[config.mk]
export PLATFORM = sky130hd
export DESIGN_NAME = sgm_signal_modulator
export DESIGN_NICKNAME = d
export VERILOG_FILES = /design/src/pkg/sgm_pkg.sv /design/src/design/sgm_carrier_path.sv /design/src/design/sgm_wb_regs.sv /design/src/design/sgm_signal_modulator.sv
export SDC_FILE = /design/constraint.sdc
export NUM_CORES = 1
export LEC_CHECK = 0
export ABC_AREA = 0
export BUFFER_PORTS_ARGS = -buffer_cell sky130_fd_sc_hd__buf_2
export CORE_MARGIN = 3
export CORE_UTILIZATION = 29
export DETAILED_ROUTE_END_ITERATION = 10
export SYNTH_ARGS = -nofsm -noshare
export SYNTH_HDL_FRONTEND = slang
export SYNTH_HIERARCHICAL = 1
export SYNTH_SLANG_ARGS = --single-unit
[constraint.sdc]
create_clock -name clk -period 3.6 [get_ports clk]
set_clock_uncertainty 0.15 [all_clocks]
set_input_delay 0.54 -clock clk [delete_from_list [all_inputs] [get_ports clk]]
set_output_delay 0.54 -clock clk [all_outputs]
set_load 0.1 [all_outputs]
[src/pkg/sgm_pkg.sv]
// Overview of operation
// - modulator runs only while the module enable bit is one.
// - disabled: both carrier selects forced to ground, polarity bits still applied after, modulator taken from software bit.
// - stored source selections survive disable and apply again on re-enable.
// - output disabled with module enabled: mixing runs, pin held low.
// - four-bit field picks the modulator from sixteen sources.
// - four-bit field picks carrier high from clocks, peripherals, pins, ground.
// - separate four-bit field picks carrier low from the same set.
// - leaving a synced carrier: other carrier at once, synced until its falling edge.
// - returning to synced carrier: other cut at once, synced waits falling edge.
// - each carrier path has its own synchronisation enable bit.
// - each carrier path has its own polarity inversion bit.
// - software modulator bit value drives the modulator when selected.
// - output invert bit inverts the signal on the output pin.
// - block keeps working in sleep while its sources run.
// - any reset disables the block and restores all control registers.
package sgm_pkg;
    localparam logic [3:0] ADR_CONTROL = 4'h0;
    localparam logic [3:0] ADR_MOD_SRC = 4'h4;
    localparam logic [3:0] ADR_CAR_HIGH = 4'h8;
    localparam logic [3:0] ADR_CAR_LOW = 4'hC;
    // control register fields
    localparam int CTL_ENABLE = 7;
    localparam int CTL_OUT_EN = 6;
    localparam int CTL_OUT_INV = 4;
    localparam int CTL_SOFT_BIT = 0;
    localparam logic [7:0] CTL_WMASK = 8'hD1;
    // carrier register fields
    localparam int CAR_INV = 7;
    localparam int CAR_SYNC = 6;
    localparam logic [7:0] CAR_WMASK = 8'hCF;
    localparam logic [7:0] MOD_WMASK = 8'h0F;
    localparam logic [7:0] RST_VALUE = 8'h00;
    // modulator source codes
    localparam logic [3:0] MOD_SEL_SOFT = 4'h0;
    localparam logic [3:0] MOD_SEL_EXT_PIN = 4'h9;
    // carrier source codes
    localparam logic [3:0] CAR_SEL_GROUND = 4'h0;
    localparam logic [3:0] CAR_SEL_SYSCLK = 4'h6;
    localparam logic [3:0] CAR_SEL_FAST_OSC = 4'h7;
    localparam logic [3:0] CAR_SEL_REF_CLK = 4'hC;
    localparam logic [3:0] CAR_SEL_PIN_A = 4'hD;
    localparam logic [3:0] CAR_SEL_PIN_B = 4'hE;
endpackage

[src/design/sgm_carrier_path.sv]
`timescale 1ns/1ps
// one carrier: source select, inversion, falling-edge sync gate
module sgm_carrier_path
(
    input wire logic clk,
    input wire logic sys_rst,
    input wire logic [15:0] sources,
    input wire logic [3:0] select,
    input wire logic invert,
    input wire logic syncEn,
    input wire logic wanted,
    output logic gateOn,
    output logic carrier
);
    import sgm_pkg::*;
    typedef struct packed {
        logic prev;
        logic gate;
    } sgm_car_state_t;
    sgm_car_state_t st_q, st_d;
    logic fallEdge;

    // selected and polarity-adjusted carrier
    assign carrier = sources[select] ^ invert;
    assign fallEdge = st_q.prev & ~carrier;

    // gate changes only on falling edge when synced
    always_comb
    begin
        st_d = st_q;
        st_d.prev = carrier;
        if (!syncEn)
            st_d.gate = wanted;
        else if (fallEdge)
            st_d.gate = wanted;
    end

    // gate stays open after release until edge; sync only acts when enabled
    assign gateOn = syncEn ? st_q.gate : wanted;

    always_ff @(posedge clk)
    begin
        if (sys_rst)
            st_q <= '0;
        else
            st_q <= st_d;
    end
endmodule

[src/design/sgm_wb_regs.sv]
`timescale 1ns/1ps
// wishbone classic slave for the four control registers
module sgm_wb_regs
(
    input wire logic clk,
    input wire logic sys_rst,
    input wire logic wb_cyc_i,
    input wire logic wb_stb_i,
    input wire logic wb_we_i,
    input wire logic [3:0] wb_adr_i,
    input wire logic [3:0] wb_sel_i,
    input wire logic [31:0] wb_dat_i,
    output logic [31:0] wb_dat_o,
    output logic wb_ack_o,
    input wire logic [7:0] statusBits,
    output logic [7:0] controlReg,
    output logic [7:0] modSrcReg,
    output logic [7:0] carHighReg,
    output logic [7:0] carLowReg
);
    import sgm_pkg::*;
    typedef struct packed {
        logic [7:0] ctl;
        logic [7:0] mod;
        logic [7:0] ch;
        logic [7:0] cl;
        logic ack;
        logic [31:0] rdat;
    } sgm_reg_state_t;
    sgm_reg_state_t st_q, st_d;
    logic req;

    // masked byte-lane write
    function automatic logic [7:0] wr8(input logic [7:0] old, input logic [7:0] nw, input logic [7:0] m);
        wr8 = (old & ~m) | (nw & m);
    endfunction

    assign req = wb_cyc_i & wb_stb_i & ~st_q.ack;

    // one-wait answer; ack drops the cycle after it is given
    // write commits at the ack edge, so a master that quits early changes nothing
    always_comb
    begin
        st_d = st_q;
        st_d.ack = req;
        st_d.rdat = 32'h0000_0000;
        if (wb_cyc_i && wb_stb_i && st_q.ack && wb_we_i && wb_sel_i[0])
        begin
            case (wb_adr_i)
                ADR_CONTROL: st_d.ctl = wr8(st_q.ctl, wb_dat_i[7:0], CTL_WMASK);
                ADR_MOD_SRC: st_d.mod = wr8(st_q.mod, wb_dat_i[7:0], MOD_WMASK);
                ADR_CAR_HIGH: st_d.ch = wr8(st_q.ch, wb_dat_i[7:0], CAR_WMASK);
                ADR_CAR_LOW: st_d.cl = wr8(st_q.cl, wb_dat_i[7:0], CAR_WMASK);
                default: st_d.ctl = st_q.ctl;
            endcase
        end
        if (req && !wb_we_i)
        begin
            case (wb_adr_i)
                ADR_CONTROL: st_d.rdat = {24'h000000, st_q.ctl | statusBits};
                ADR_MOD_SRC: st_d.rdat = {24'h000000, st_q.mod};
                ADR_CAR_HIGH: st_d.rdat = {24'h000000, st_q.ch};
                ADR_CAR_LOW: st_d.rdat = {24'h000000, st_q.cl};
                default: st_d.rdat = 32'h0000_0000; // unmapped reads zero
            endcase
        end
    end

    // reset restores defaults
    always_ff @(posedge clk)
    begin
        if (sys_rst)
        begin
            st_q <= '0;
            st_q.ctl <= RST_VALUE;
            st_q.mod <= RST_VALUE;
            st_q.ch <= RST_VALUE;
            st_q.cl <= RST_VALUE;
        end
        else
            st_q <= st_d;
    end

    assign wb_ack_o = st_q.ack;
    assign wb_dat_o = st_q.rdat;
    assign controlReg = st_q.ctl;
    assign modSrcReg = st_q.mod;
    assign carHighReg = st_q.ch;
    assign carLowReg = st_q.cl;
endmodule

[src/design/sgm_signal_modulator.sv]
`timescale 1ns/1ps
// top of the signal modulator
module sgm_signal_modulator
(
    input wire logic clk,
    input wire logic sys_rst,
    input wire logic wb_cyc_i,
    input wire logic wb_stb_i,
    input wire logic wb_we_i,
    input wire logic [3:0] wb_adr_i,
    input wire logic [3:0] wb_sel_i,
    input wire logic [31:0] wb_dat_i,
    output logic [31:0] wb_dat_o,
    output logic wb_ack_o,
    input wire logic [15:0] modSources,
    input wire logic [15:0] carSources,
    input wire logic externalModulatorPin,
    input wire logic externalCarrierPinA,
    input wire logic externalCarrierPinB,
    input wire logic internalFastOscillator,
    input wire logic referenceClockOutput,
    input wire logic sysClkCarrier,
    output logic modOut
);
    import sgm_pkg::*;
    typedef struct packed {
        logic outBit;
    } sgm_top_state_t;
    sgm_top_state_t st_q, st_d;
    logic [7:0] controlReg;
    logic [7:0] modSrcReg;
    logic [7:0] carHighReg;
    logic [7:0] carLowReg;
    logic [15:0] modVec;
    logic [15:0] carVec;
    logic enabled;
    logic modulator;
    logic [3:0] chSel;
    logic [3:0] clSel;
    logic chGate;
    logic clGate;
    logic chSig;
    logic clSig;
    logic mixed;

    sgm_wb_regs u_regs
    (
        .clk(clk),
        .sys_rst(sys_rst),
        .wb_cyc_i(wb_cyc_i),
        .wb_stb_i(wb_stb_i),
        .wb_we_i(wb_we_i),
        .wb_adr_i(wb_adr_i),
        .wb_sel_i(wb_sel_i),
        .wb_dat_i(wb_dat_i),
        .wb_dat_o(wb_dat_o),
        .wb_ack_o(wb_ack_o),
        .statusBits({2'b00, st_q.outBit, 5'b00000}),
        .controlReg(controlReg),
        .modSrcReg(modSrcReg),
        .carHighReg(carHighReg),
        .carLowReg(carLowReg)
    );

    assign enabled = controlReg[CTL_ENABLE];

    // fixed source tables; named pins patched into their codes
    always_comb
    begin
        modVec = modSources;
        modVec[MOD_SEL_SOFT] = controlReg[CTL_SOFT_BIT];
        modVec[MOD_SEL_EXT_PIN] = externalModulatorPin;
        carVec = carSources;
        carVec[CAR_SEL_GROUND] = 1'b0;
        carVec[CAR_SEL_SYSCLK] = sysClkCarrier;
        carVec[CAR_SEL_FAST_OSC] = internalFastOscillator;
        carVec[CAR_SEL_REF_CLK] = referenceClockOutput;
        carVec[CAR_SEL_PIN_A] = externalCarrierPinA;
        carVec[CAR_SEL_PIN_B] = externalCarrierPinB;
    end

    // disable overrides selections without touching stored fields
    assign modulator = enabled ? modVec[modSrcReg[3:0]] : controlReg[CTL_SOFT_BIT];
    assign chSel = enabled ? carHighReg[3:0] : CAR_SEL_GROUND;
    assign clSel = enabled ? carLowReg[3:0] : CAR_SEL_GROUND;

    sgm_carrier_path u_high
    (
        .clk(clk),
        .sys_rst(sys_rst),
        .sources(carVec),
        .select(chSel),
        .invert(carHighReg[CAR_INV]),
        .syncEn(carHighReg[CAR_SYNC]),
        .wanted(modulator),
        .gateOn(chGate),
        .carrier(chSig)
    );

    sgm_carrier_path u_low
    (
        .clk(clk),
        .sys_rst(sys_rst),
        .sources(carVec),
        .select(clSel),
        .invert(carLowReg[CAR_INV]),
        .syncEn(carLowReg[CAR_SYNC]),
        .wanted(~modulator),
        .gateOn(clGate),
        .carrier(clSig)
    );

    // gated carriers ORed; overlap only during sync hand-over
    assign mixed = (chGate & chSig) | (clGate & clSig);

    // registered pin; low when output gated, no sleep dependence
    always_comb
    begin
        st_d = st_q;
        if (enabled && controlReg[CTL_OUT_EN])
            st_d.outBit = mixed ^ controlReg[CTL_OUT_INV];
        else
            st_d.outBit = 1'b0;
    end

    always_ff @(posedge clk)
    begin
        if (sys_rst)
            st_q <= '0;
        else
            st_q <= st_d;
    end

    assign modOut = st_q.outBit;
endmodule

# Yosys cells after proc, flatten, opt, wreduce, memory -nomap -nowiden
# Index checks and enable logic that the tools add are counted.
dict set report word_totals {
  reg_bits 70
  in_bits 83
  output_inout_bits 34
  elab_cells 70
}
dict set report classes {
  magnitude_cmp 3
  n_eq_ne 5
  muxes 16
  bitwise 21
  n_reduce_logical 14
}
# operator n
set op_table {}
lappend op_table {{case mux 8 bit (4 select lines)} 1}
lappend op_table {{OR 6 x 8 -> 8 bit} 3}
lappend op_table {{less-than comparator 4 x 5 -> 1 bit (second input constant)} 3}
lappend op_table {{binary-select mux 1 bit (select 4 bit)} 3}
lappend op_table {{2-to-1 mux 1 bit} 10}
lappend op_table {{== test 4 bit (second input constant)} 2}
lappend op_table {{2-to-1 mux 4 bit} 2}
lappend op_table {{OR 8 x 4 -> 8 bit} 1}
lappend op_table {{OR 8 x 6 -> 8 bit} 1}
lappend op_table {{AND reduction 2 bit} 4}
lappend op_table {{bitwise AND 1 bit} 6}
lappend op_table {{logical AND 1 bit} 6}
lappend op_table {{inverter 1 bit} 6}
lappend op_table {{== test 4 x 3 -> 1 bit (second input constant)} 1}
lappend op_table {{zero test 4 bit} 1}
lappend op_table {{!= test 2 x 1 -> 1 bit (second input constant)} 2}
lappend op_table {{OR reduction 2 bit} 2}
lappend op_table {{XOR 1 bit} 3}
lappend op_table {{zero test 1 bit} 1}
lappend op_table {{OR 1 bit} 1}

# Logic depth before layout (Yosys ltp)
# Gate-level depths: netlist of run 1.
dict set report logic_depth {
  ltp_word 8
  ltp_mapped 10
  ltp_nobuf 9
}

# Hierarchy
# The synthesis of run 1 kept the hierarchy.
# module n_inst cells_each area_each_um2 seq_area_each_um2
set by_module_without_submodules {}
lappend by_module_without_submodules {sgm_wb_regs 1 157 1565.3 580.6}
lappend by_module_without_submodules {sgm_carrier_path 2 30 284.0 40.0}
lappend by_module_without_submodules {sgm_signal_modulator 1 26 247.7 20.0}

# Least setup slack after synthesis of run 1
# No wires, ideal clock.
dict set report synth_timing {
  path_type {reg-to-reg}
  start {register u_regs.st_q (netlist bit u_regs/controlReg[7])}
  end {register st_q (netlist: modOut)}
  setup_time_ps 78
  t_arrival_ps 2259
  required_ps 3372
  path_slack_ps 1114
  path_stages_with_launch 10
  path_buffers 1
  synth_period_minus_slack_ps 2486
  cell_sequence {dfxtp_1 > clkbuf_1 > and2_1 > mux4_1 > a22o_1 > a21oi_1 > xnor2_1 > a22oi_1 > xor2_1 > nor3_1}
}
dict set report synth_between {
  elab_chain_cells 7
  word_cells_on_any_way 19
  cone_classes {9 x mux; 8 x bitwise; 2 x reduce/logical}
}
# element line
set synth_lines {}
lappend synth_lines {{from (decl)} sgm_wb_regs.sv:30} ;# sgm_reg_state_t st_q, st_d;
lappend synth_lines {{from (signal assigned)} sgm_wb_regs.sv:81} ;# st_q <= st_d;
lappend synth_lines {{2-to-1 mux 4 bit} sgm_signal_modulator.sv:84} ;# assign chSel = enabled ? carHighReg[3:0] : CAR_SEL_GROUND;
lappend synth_lines {{net chSel[1]} sgm_signal_modulator.sv:38} ;# logic [3:0] chSel;
lappend synth_lines {{binary-select mux 1 bit (select 4 bit)} sgm_carrier_path.sv:24} ;# assign carrier = sources[select] ^ invert;
lappend synth_lines {{2-to-1 mux 1 bit (not written as such)} sgm_carrier_path.sv:24}
lappend synth_lines {{XOR 1 bit} sgm_carrier_path.sv:24}
lappend synth_lines {{net chSig} sgm_signal_modulator.sv:42} ;# logic chSig;
lappend synth_lines {{bitwise AND 1 bit} sgm_signal_modulator.sv:114} ;# assign mixed = (chGate & chSig) | (clGate & clSig);
lappend synth_lines {{OR 1 bit} sgm_signal_modulator.sv:114}
lappend synth_lines {{XOR 1 bit} sgm_signal_modulator.sv:121} ;# st_d.outBit = mixed ^ controlReg[CTL_OUT_INV];
lappend synth_lines {{to (signal assigned)} sgm_signal_modulator.sv:131} ;# st_q <= st_d;
lappend synth_lines {{to (decl)} sgm_signal_modulator.sv:29} ;# sgm_top_state_t st_q, st_d;
# The timed path passes the listed nets, and every way through them passes these cells. The select of a mux whose other input is x is not followed.
# A chain may end at the register's enable or synchronous reset.

# Worst setup path in the final report of run 1
dict set report layout_timing {
  start {register u_regs.st_q (netlist bit u_regs/controlReg[7])}
  end {register st_q (netlist: modOut)}
}
dict set report layout_between {
  elab_chain_cells 7
  word_cells_on_any_way 19
  cone_classes {9 x mux; 8 x bitwise; 2 x reduce/logical}
}
# element line
set layout_lines {}
lappend layout_lines {{2-to-1 mux 4 bit} sgm_signal_modulator.sv:85} ;# assign clSel = enabled ? carLowReg[3:0] : CAR_SEL_GROUND;
lappend layout_lines {{net clSel[1]} sgm_signal_modulator.sv:39} ;# logic [3:0] clSel;
lappend layout_lines {{binary-select mux 1 bit (select 4 bit)} sgm_carrier_path.sv:24}
lappend layout_lines {{2-to-1 mux 1 bit (not written as such)} sgm_carrier_path.sv:24}
lappend layout_lines {{XOR 1 bit} sgm_carrier_path.sv:24}
lappend layout_lines {{net clSig} sgm_signal_modulator.sv:43} ;# logic clSig;
lappend layout_lines {{bitwise AND 1 bit} sgm_signal_modulator.sv:114}
lappend layout_lines {{OR 1 bit} sgm_signal_modulator.sv:114}
lappend layout_lines {{XOR 1 bit} sgm_signal_modulator.sv:121}
# The timed path passes the listed nets, and every way through them passes these cells. The select of a mux whose other input is x is not followed.

==> impl_metrics.toml, run 1 <==
[route]
drtAntennaViolNets = 0
first_drt_pass_iteration_count = 6
detailed_route_iter0_violations = 78
drt_drc_violations_left = 0
dr_wl_met2_um = 2678
routed_wire_length_per_instance_um = 13.41
routedLengthMet1_um = 2278
route.top_layer_used = "met4"
drt-vias-per-instance = 4.541
route.vias.total = 1771
drt_wl_total_um = 5228
met3_length_um = 229

[power_and_ir_drop]
cellLeakagePower_uw = 0.001152
net_switching_power_figure_uw = 287.2
switching_share_pct = 31.92
irDropWorstVdd_uv = 119.1
power.share.clock_pct = 36.9
pwr-share-comb_pct = 20.8
cellPowerDensity_mw_per_mm2 = 335.6
seq_power_share_pct = 42.2
p_int_uw = 612.5

[floorplanning]
die-area_mm2 = 0.009002
io_pins = 117
total_core_area_mm2 = 0.007447
die_height_um = 94.88
floorplan_row_count = 31
die_width_um = 94.88
initial_utilization_pct = 30.76

[cells_and_area]
layout-drive-gt1-share_pct = 27.15
area_growth_syn_to_layout_pct = 17.04
n_antenna_cell = 0
fin_nets = 373
utilization_pct = 36.00
mostFrequentLayoutCell = "sky130_fd_sc_hd__buf_2"
post-route-cell-area_mm2 = 0.002681
final_cell_mix = "56 x sky130_fd_sc_hd__buf_2, 34 x sky130_fd_sc_hd__dfxtp_1, 33 x sky130_fd_sc_hd__conb_1, 27 x sky130_fd_sc_hd__nand2b_1, 25 x sky130_fd_sc_hd__mux2i_1"

[setup_path]
data_required_critical_path_ns = 3.61
setup.worst_path.class = "reg -> reg"
cp_data_arrival_time_ns = 2.84
worst_setup_start_kind = "register"
critPathMaxFanout = 14
end_kind = "register"

[timing]
final_period_minus_worst_setup_slack_ns = 2.835
max_frequency_mhz = 352.7
hold_viol = 0
final_min_period_over_clock_period_pct = 78.76
final-max-slew-violation-count = 0
finalSetupTns_ns = 0
least_margin_pin_slew_ns = 0.5172
rsz_0062_raised_after_global_routing = "false"
whs_ns = 0.3129
max_slew_margin_pct = 65.52
setup_slack_ns = 0.7646
setup_viol_count_final = 0

[placement]
port-buffer-count = 56
placedInstanceArea_mm2 = 0.002571
dpl.hpwl_um = 4153
dp_worst_setup_slack_ns = 0.7461
gpl.final_weighted_congestion = 0.7613

[flow_run]
maxCapViolations = 0

[grt]
grtUsageTotal_pct = 11.84
number_of_antenna_violations_at_the_first_check_in_global_routing = 0
globalRoute.totalOverflow = 0
grt_pass1_wl_um = 8307
first_global_vias = 1760
maximum_number_of_pins_on_one_net_before_global_route_repair = 35

[logic_synthesis]
synth.cell_area_mm2 = 0.002291
number_of_standard_cells_after_synthesis = 231
synth_warnings = 6
syn_avg_cell_area_um2 = 9.918

[clock_network]
clock_pin_slew_on_the_worst_setup_and_hold_paths_ns = 0.07
clock_sink_count = 34
clock_tree_from_tritoncts = "built"
root_buffer = "sky130_fd_sc_hd__clkbuf_8"
cts_inserted_buffers = 5
cts_resized = 0
clock_latency_ns = 0.29
post_cts.repair.setup_buffers = 0
cts_max_path_buffers = 2
h-tree-depth = 2
cts.hold.buffers_added = 0

[worst_hold_path]
min-delay-path-class = "reg -> reg"

[run_status]
run_status = "finished, final reports clean"
## worst max-delay path: stages, from the launching register on
cell,delay [ns]
sky130_fd_sc_hd__dfxtp_1,0.57
sky130_fd_sc_hd__and2_1,0.34
sky130_fd_sc_hd__mux4_1,0.59
sky130_fd_sc_hd__a22o_1,0.26
sky130_fd_sc_hd__a21oi_1,0.16
sky130_fd_sc_hd__xnor2_1,0.11
sky130_fd_sc_hd__a22oi_1,0.28
sky130_fd_sc_hd__xor2_1,0.18
sky130_fd_sc_hd__nor3_1,0.06
## worst paths after layout
| kind | from | endpoint | slack [ns] | cells past startpoint |
|---|---|---|---|---|
| worst max-delay path | u_regs/controlReg[7]$_SDFFE_PP0P_ | modOut$_SDFF_PP0_ | 0.76 | 8 |
| worst min register to register | u_regs/wb_ack_o$_SDFF_PP0_ | u_regs/wb_ack_o$_SDFF_PP0_ | 0.31 | 1 |
| worst min-delay path | u_regs/wb_ack_o$_SDFF_PP0_ | u_regs/wb_ack_o$_SDFF_PP0_ | 0.31 | 1 |
| worst max register to register | u_regs/controlReg[7]$_SDFFE_PP0P_ | modOut$_SDFF_PP0_ | 0.76 | 8 |
## metal layers
metal | vias to the layer above | GRT usage, %
met5 | - | 0
met4 | 0 | 3.486
met3 | 6 | 2.629
met2 | 48 | 20.61
met1 | 825 | 14.54
li1 | 892 | -
## cell type report
type,count,area [um2]
fill,795,4766
multi-input combinational,185,1456
sequential,34,680.7
timing repair buffer,56,280.3
tap,99,123.9
clock buffer,8,110.1
inverter,8,30.03
## metrics by stage
stage               power, uW  cells
finish                  899.7    390
global placement        573.6    382
CTS                     907.3    390
floorplan               560.9    262
detailed placement      575.5    382
global route            933.2    390
## sequential cells by signal (all words and copies together), names as in the netlist
register and cells:
u_high/st_q 2, u_regs/carLowReg 6, u_regs/modSrcReg 4, u_regs/wb_ack_o 1, u_low/st_q 2, modOut 1, u_regs/controlReg 4, u_regs/carHighReg 6
u_regs/wb_dat_o 8
## power groups by stage
stage          clock [uW]  combinational (uW)  sequential (uW)
2_1_floorplan           0                 169              392
3_3_place_gp            0                 185              388
3_5_place_dp            0                 187              389
4_1_cts               340                 187              380
5_1_grt               355                 198              380
6_report              332                 187              380
(Power assumes the default switching activity.)
==> inputs of run 2 (changes only) <==
ABC_AREA = 1   (was 0)
clock period = 2.27 ns   (was 3.6 ns; I/O delays follow)
==> impl_metrics.toml, run 2 <==
[run_status]
run_status = "finished, final reports clean"

[worst_hold_path]
min-delay-path-class = "in -> reg"
holdPathEnd = "u_low/st_q[1]$_SDFF_PP0_"
min_delay_path_depth = 2
worst_hold_startpoint = "sys_rst"

[logic_synthesis]
number_of_standard_cells_after_synthesis = 437
syn_avg_cell_area_um2 = 6.087
synth_warnings = 6
synth.cell_area_mm2 = 0.002660

[cells_and_area]
area_growth_syn_to_layout_pct = 12.94
layout-drive-gt1-share_pct = 22.85
number_of_flip_flops_under_the_largest_register_name = 8
utilization_pct = 34.11
mostFrequentLayoutCell = "sky130_fd_sc_hd__nand2_1"
final_cell_mix = "113 x sky130_fd_sc_hd__nand2_1, 76 x sky130_fd_sc_hd__nand3_1, 61 x sky130_fd_sc_hd__inv_1, 56 x sky130_fd_sc_hd__buf_2, 39 x sky130_fd_sc_hd__nor2_1"
post-route-cell-area_mm2 = 0.003004
n_antenna_cell = 0
fillCellCount = 1009
fin_nets = 582

[grt]
grt_pass1_wl_um = 10380
maximum_number_of_pins_on_one_net_before_global_route_repair = 41
number_of_antenna_violations_at_the_first_check_in_global_routing = 0
grtUsageTotal_pct = 12.40
globalRoute.totalOverflow = 0
first_global_vias = 2368

[floorplanning]
die-area_mm2 = 0.01036
die_height_um = 101.8
initial_utilization_pct = 30.21
io_pins = 117
floorplan_row_count = 34
total_core_area_mm2 = 0.008806
die_width_um = 101.8

[clock_network]
clock_pin_slew_on_the_worst_setup_and_hold_paths_ns = 0.07
cts_max_path_buffers = 2
clock_latency_ns = 0.29
cts.hold.buffers_added = 0
root_buffer = "sky130_fd_sc_hd__clkbuf_8"
clock_sink_count = 34
cts_inserted_buffers = 5
clock_tree_from_tritoncts = "built"
h-tree-depth = 2

[timing]
final_period_minus_worst_setup_slack_ns = 2.035
finalSetupTns_ns = 0
least_margin_pin_slew_ns = 0.6288
final-max-slew-violation-count = 0
hold_viol = 0
final_min_period_over_clock_period_pct = 89.64
rsz_0062_raised_after_global_routing = "false"
max_frequency_mhz = 491.5
max_slew_margin_pct = 58.03
whs_ns = 0.1816
setup_viol_count_final = 0

[power_and_ir_drop]
total_power_uw = 1364
irDropWorstVdd_uv = 184.9
cellPowerDensity_mw_per_mm2 = 454.0
cellLeakagePower_uw = 0.001568

[route]
drt_drc_violations_left = 0
drt_wl_total_um = 6206
drtAntennaViolNets = 0
detailed_route_iter0_violations = 81
routed_wire_length_per_instance_um = 10.22
first_drt_pass_iteration_count = 4
route.vias.total = 2632
drt-vias-per-instance = 4.336

[setup_path]
end_kind = "register"
setup_slack_reg_to_reg_ns = 0.24
crit_path_cell_trace = "nand2_1, inv_2, inv_8, nand2_2, nand2_1, nand2_1, nand3_1, nand3_2, nand2_2, nand2_2, nand2_1, a22o_1, or2_0, a21oi_1"
cp_data_arrival_time_ns = 2.10
timing.critical_path.slowest_stage_cell = "sky130_fd_sc_hd__dfxtp_2"
crit-reg2reg-launch = "u_regs/controlReg[7]$_SDFFE_PP0P_"
critPathMaxFanout = 9
rr_endpoint = "modOut$_SDFF_PP0_"
data_required_critical_path_ns = 2.34
timing.critical_path.slowest_cell_delay_ns = 0.42
critical_path.most_common_cell = "sky130_fd_sc_hd__nand2_1"
worst_setup_start_kind = "register"
setup.worst_path.class = "reg -> reg"
ff2ff_path_depth = 14

[placement]
dpl.hpwl_um = 4989
port-buffer-count = 56
placedInstanceArea_mm2 = 0.002924
gpl.final_weighted_congestion = 0.8478

[flow_run]
maxCapViolations = 0
[run 2: worst max-delay path, delay by kind of cell (launching register included)]
family,cells,cell delay [ns]
buffers and inverters,2,0.24
DFF,1,0.42
AOI/OAI and AO/OA,2,0.31
and+or+nand+nor,10,0.82
[run 2: report_power, final]
part / leakage, uW / switching, uW / internal (uW) / total [uW]
Combinational: 0.00125 / 276 / 64.9 / 341
Clock: 0.0000383 / 210 / 211 / 421
Sequential: 0.000276 / 1.91 / 600 / 602
[run 2: final cells by class]
cell class | count | area [um2] | area share (%)
tap | 108 | 135.1 | 4.498
inverter | 75 | 304.0 | 10.12
sequential | 34 | 684.4 | 22.78
multi-input combinational | 321 | 1479 | 49.23
timing repair buffer | 62 | 325.3 | 10.83
clock buffer | 7 | 76.32 | 2.541
[run 2: stage by stage]
stage,setup WS [ns],std cells
after CTS,0.07030,607
after floorplan,0.3322,468
after global placement,0.1303,600
after detailed placement,0.08971,600
final,0.2352,607
after global routing,0.02634,607
[run 2: timing repair]
action	4_1_cts	5_1_grt
setup buffers	0	0
gates resized for setup	0	3
setup endpoints to repair	0	1
[run 2: worst max path at each step]
| stage | from | end | cells past startpoint | slack (ns) |
|---|---|---|---|---|
| after floorplan | u_regs/wb_ack_o$_SDFF_PP0_ | u_regs/modSrcReg[1]$_SDFFE_PP0P_ | 6 | 0.33 |
| after global placement | u_regs/modSrcReg[0]$_SDFFE_PP0P_ | modOut$_SDFF_PP0_ | 14 | 0.13 |
| after detailed placement | u_regs/modSrcReg[0]$_SDFFE_PP0P_ | modOut$_SDFF_PP0_ | 14 | 0.09 |
| after CTS | u_regs/modSrcReg[0]$_SDFFE_PP0P_ | modOut$_SDFF_PP0_ | 14 | 0.07 |
| after global routing | u_regs/controlReg[7]$_SDFFE_PP0P_ | modOut$_SDFF_PP0_ | 14 | 0.03 |
| final | u_regs/controlReg[7]$_SDFFE_PP0P_ | modOut$_SDFF_PP0_ | 14 | 0.24 |
[run 2: routing by layer]
metal | vias to the layer above | part of all wire [%] | global-route usage, %
met4 | 0 | 1.1 | 3.374
met1 | 1143 | 43 | 15.33
li1 | 1411 | - | -
met5 | - | 0 | 0
met3 | 8 | 5.4 | 2.548
met2 | 70 | 50 | 21.78
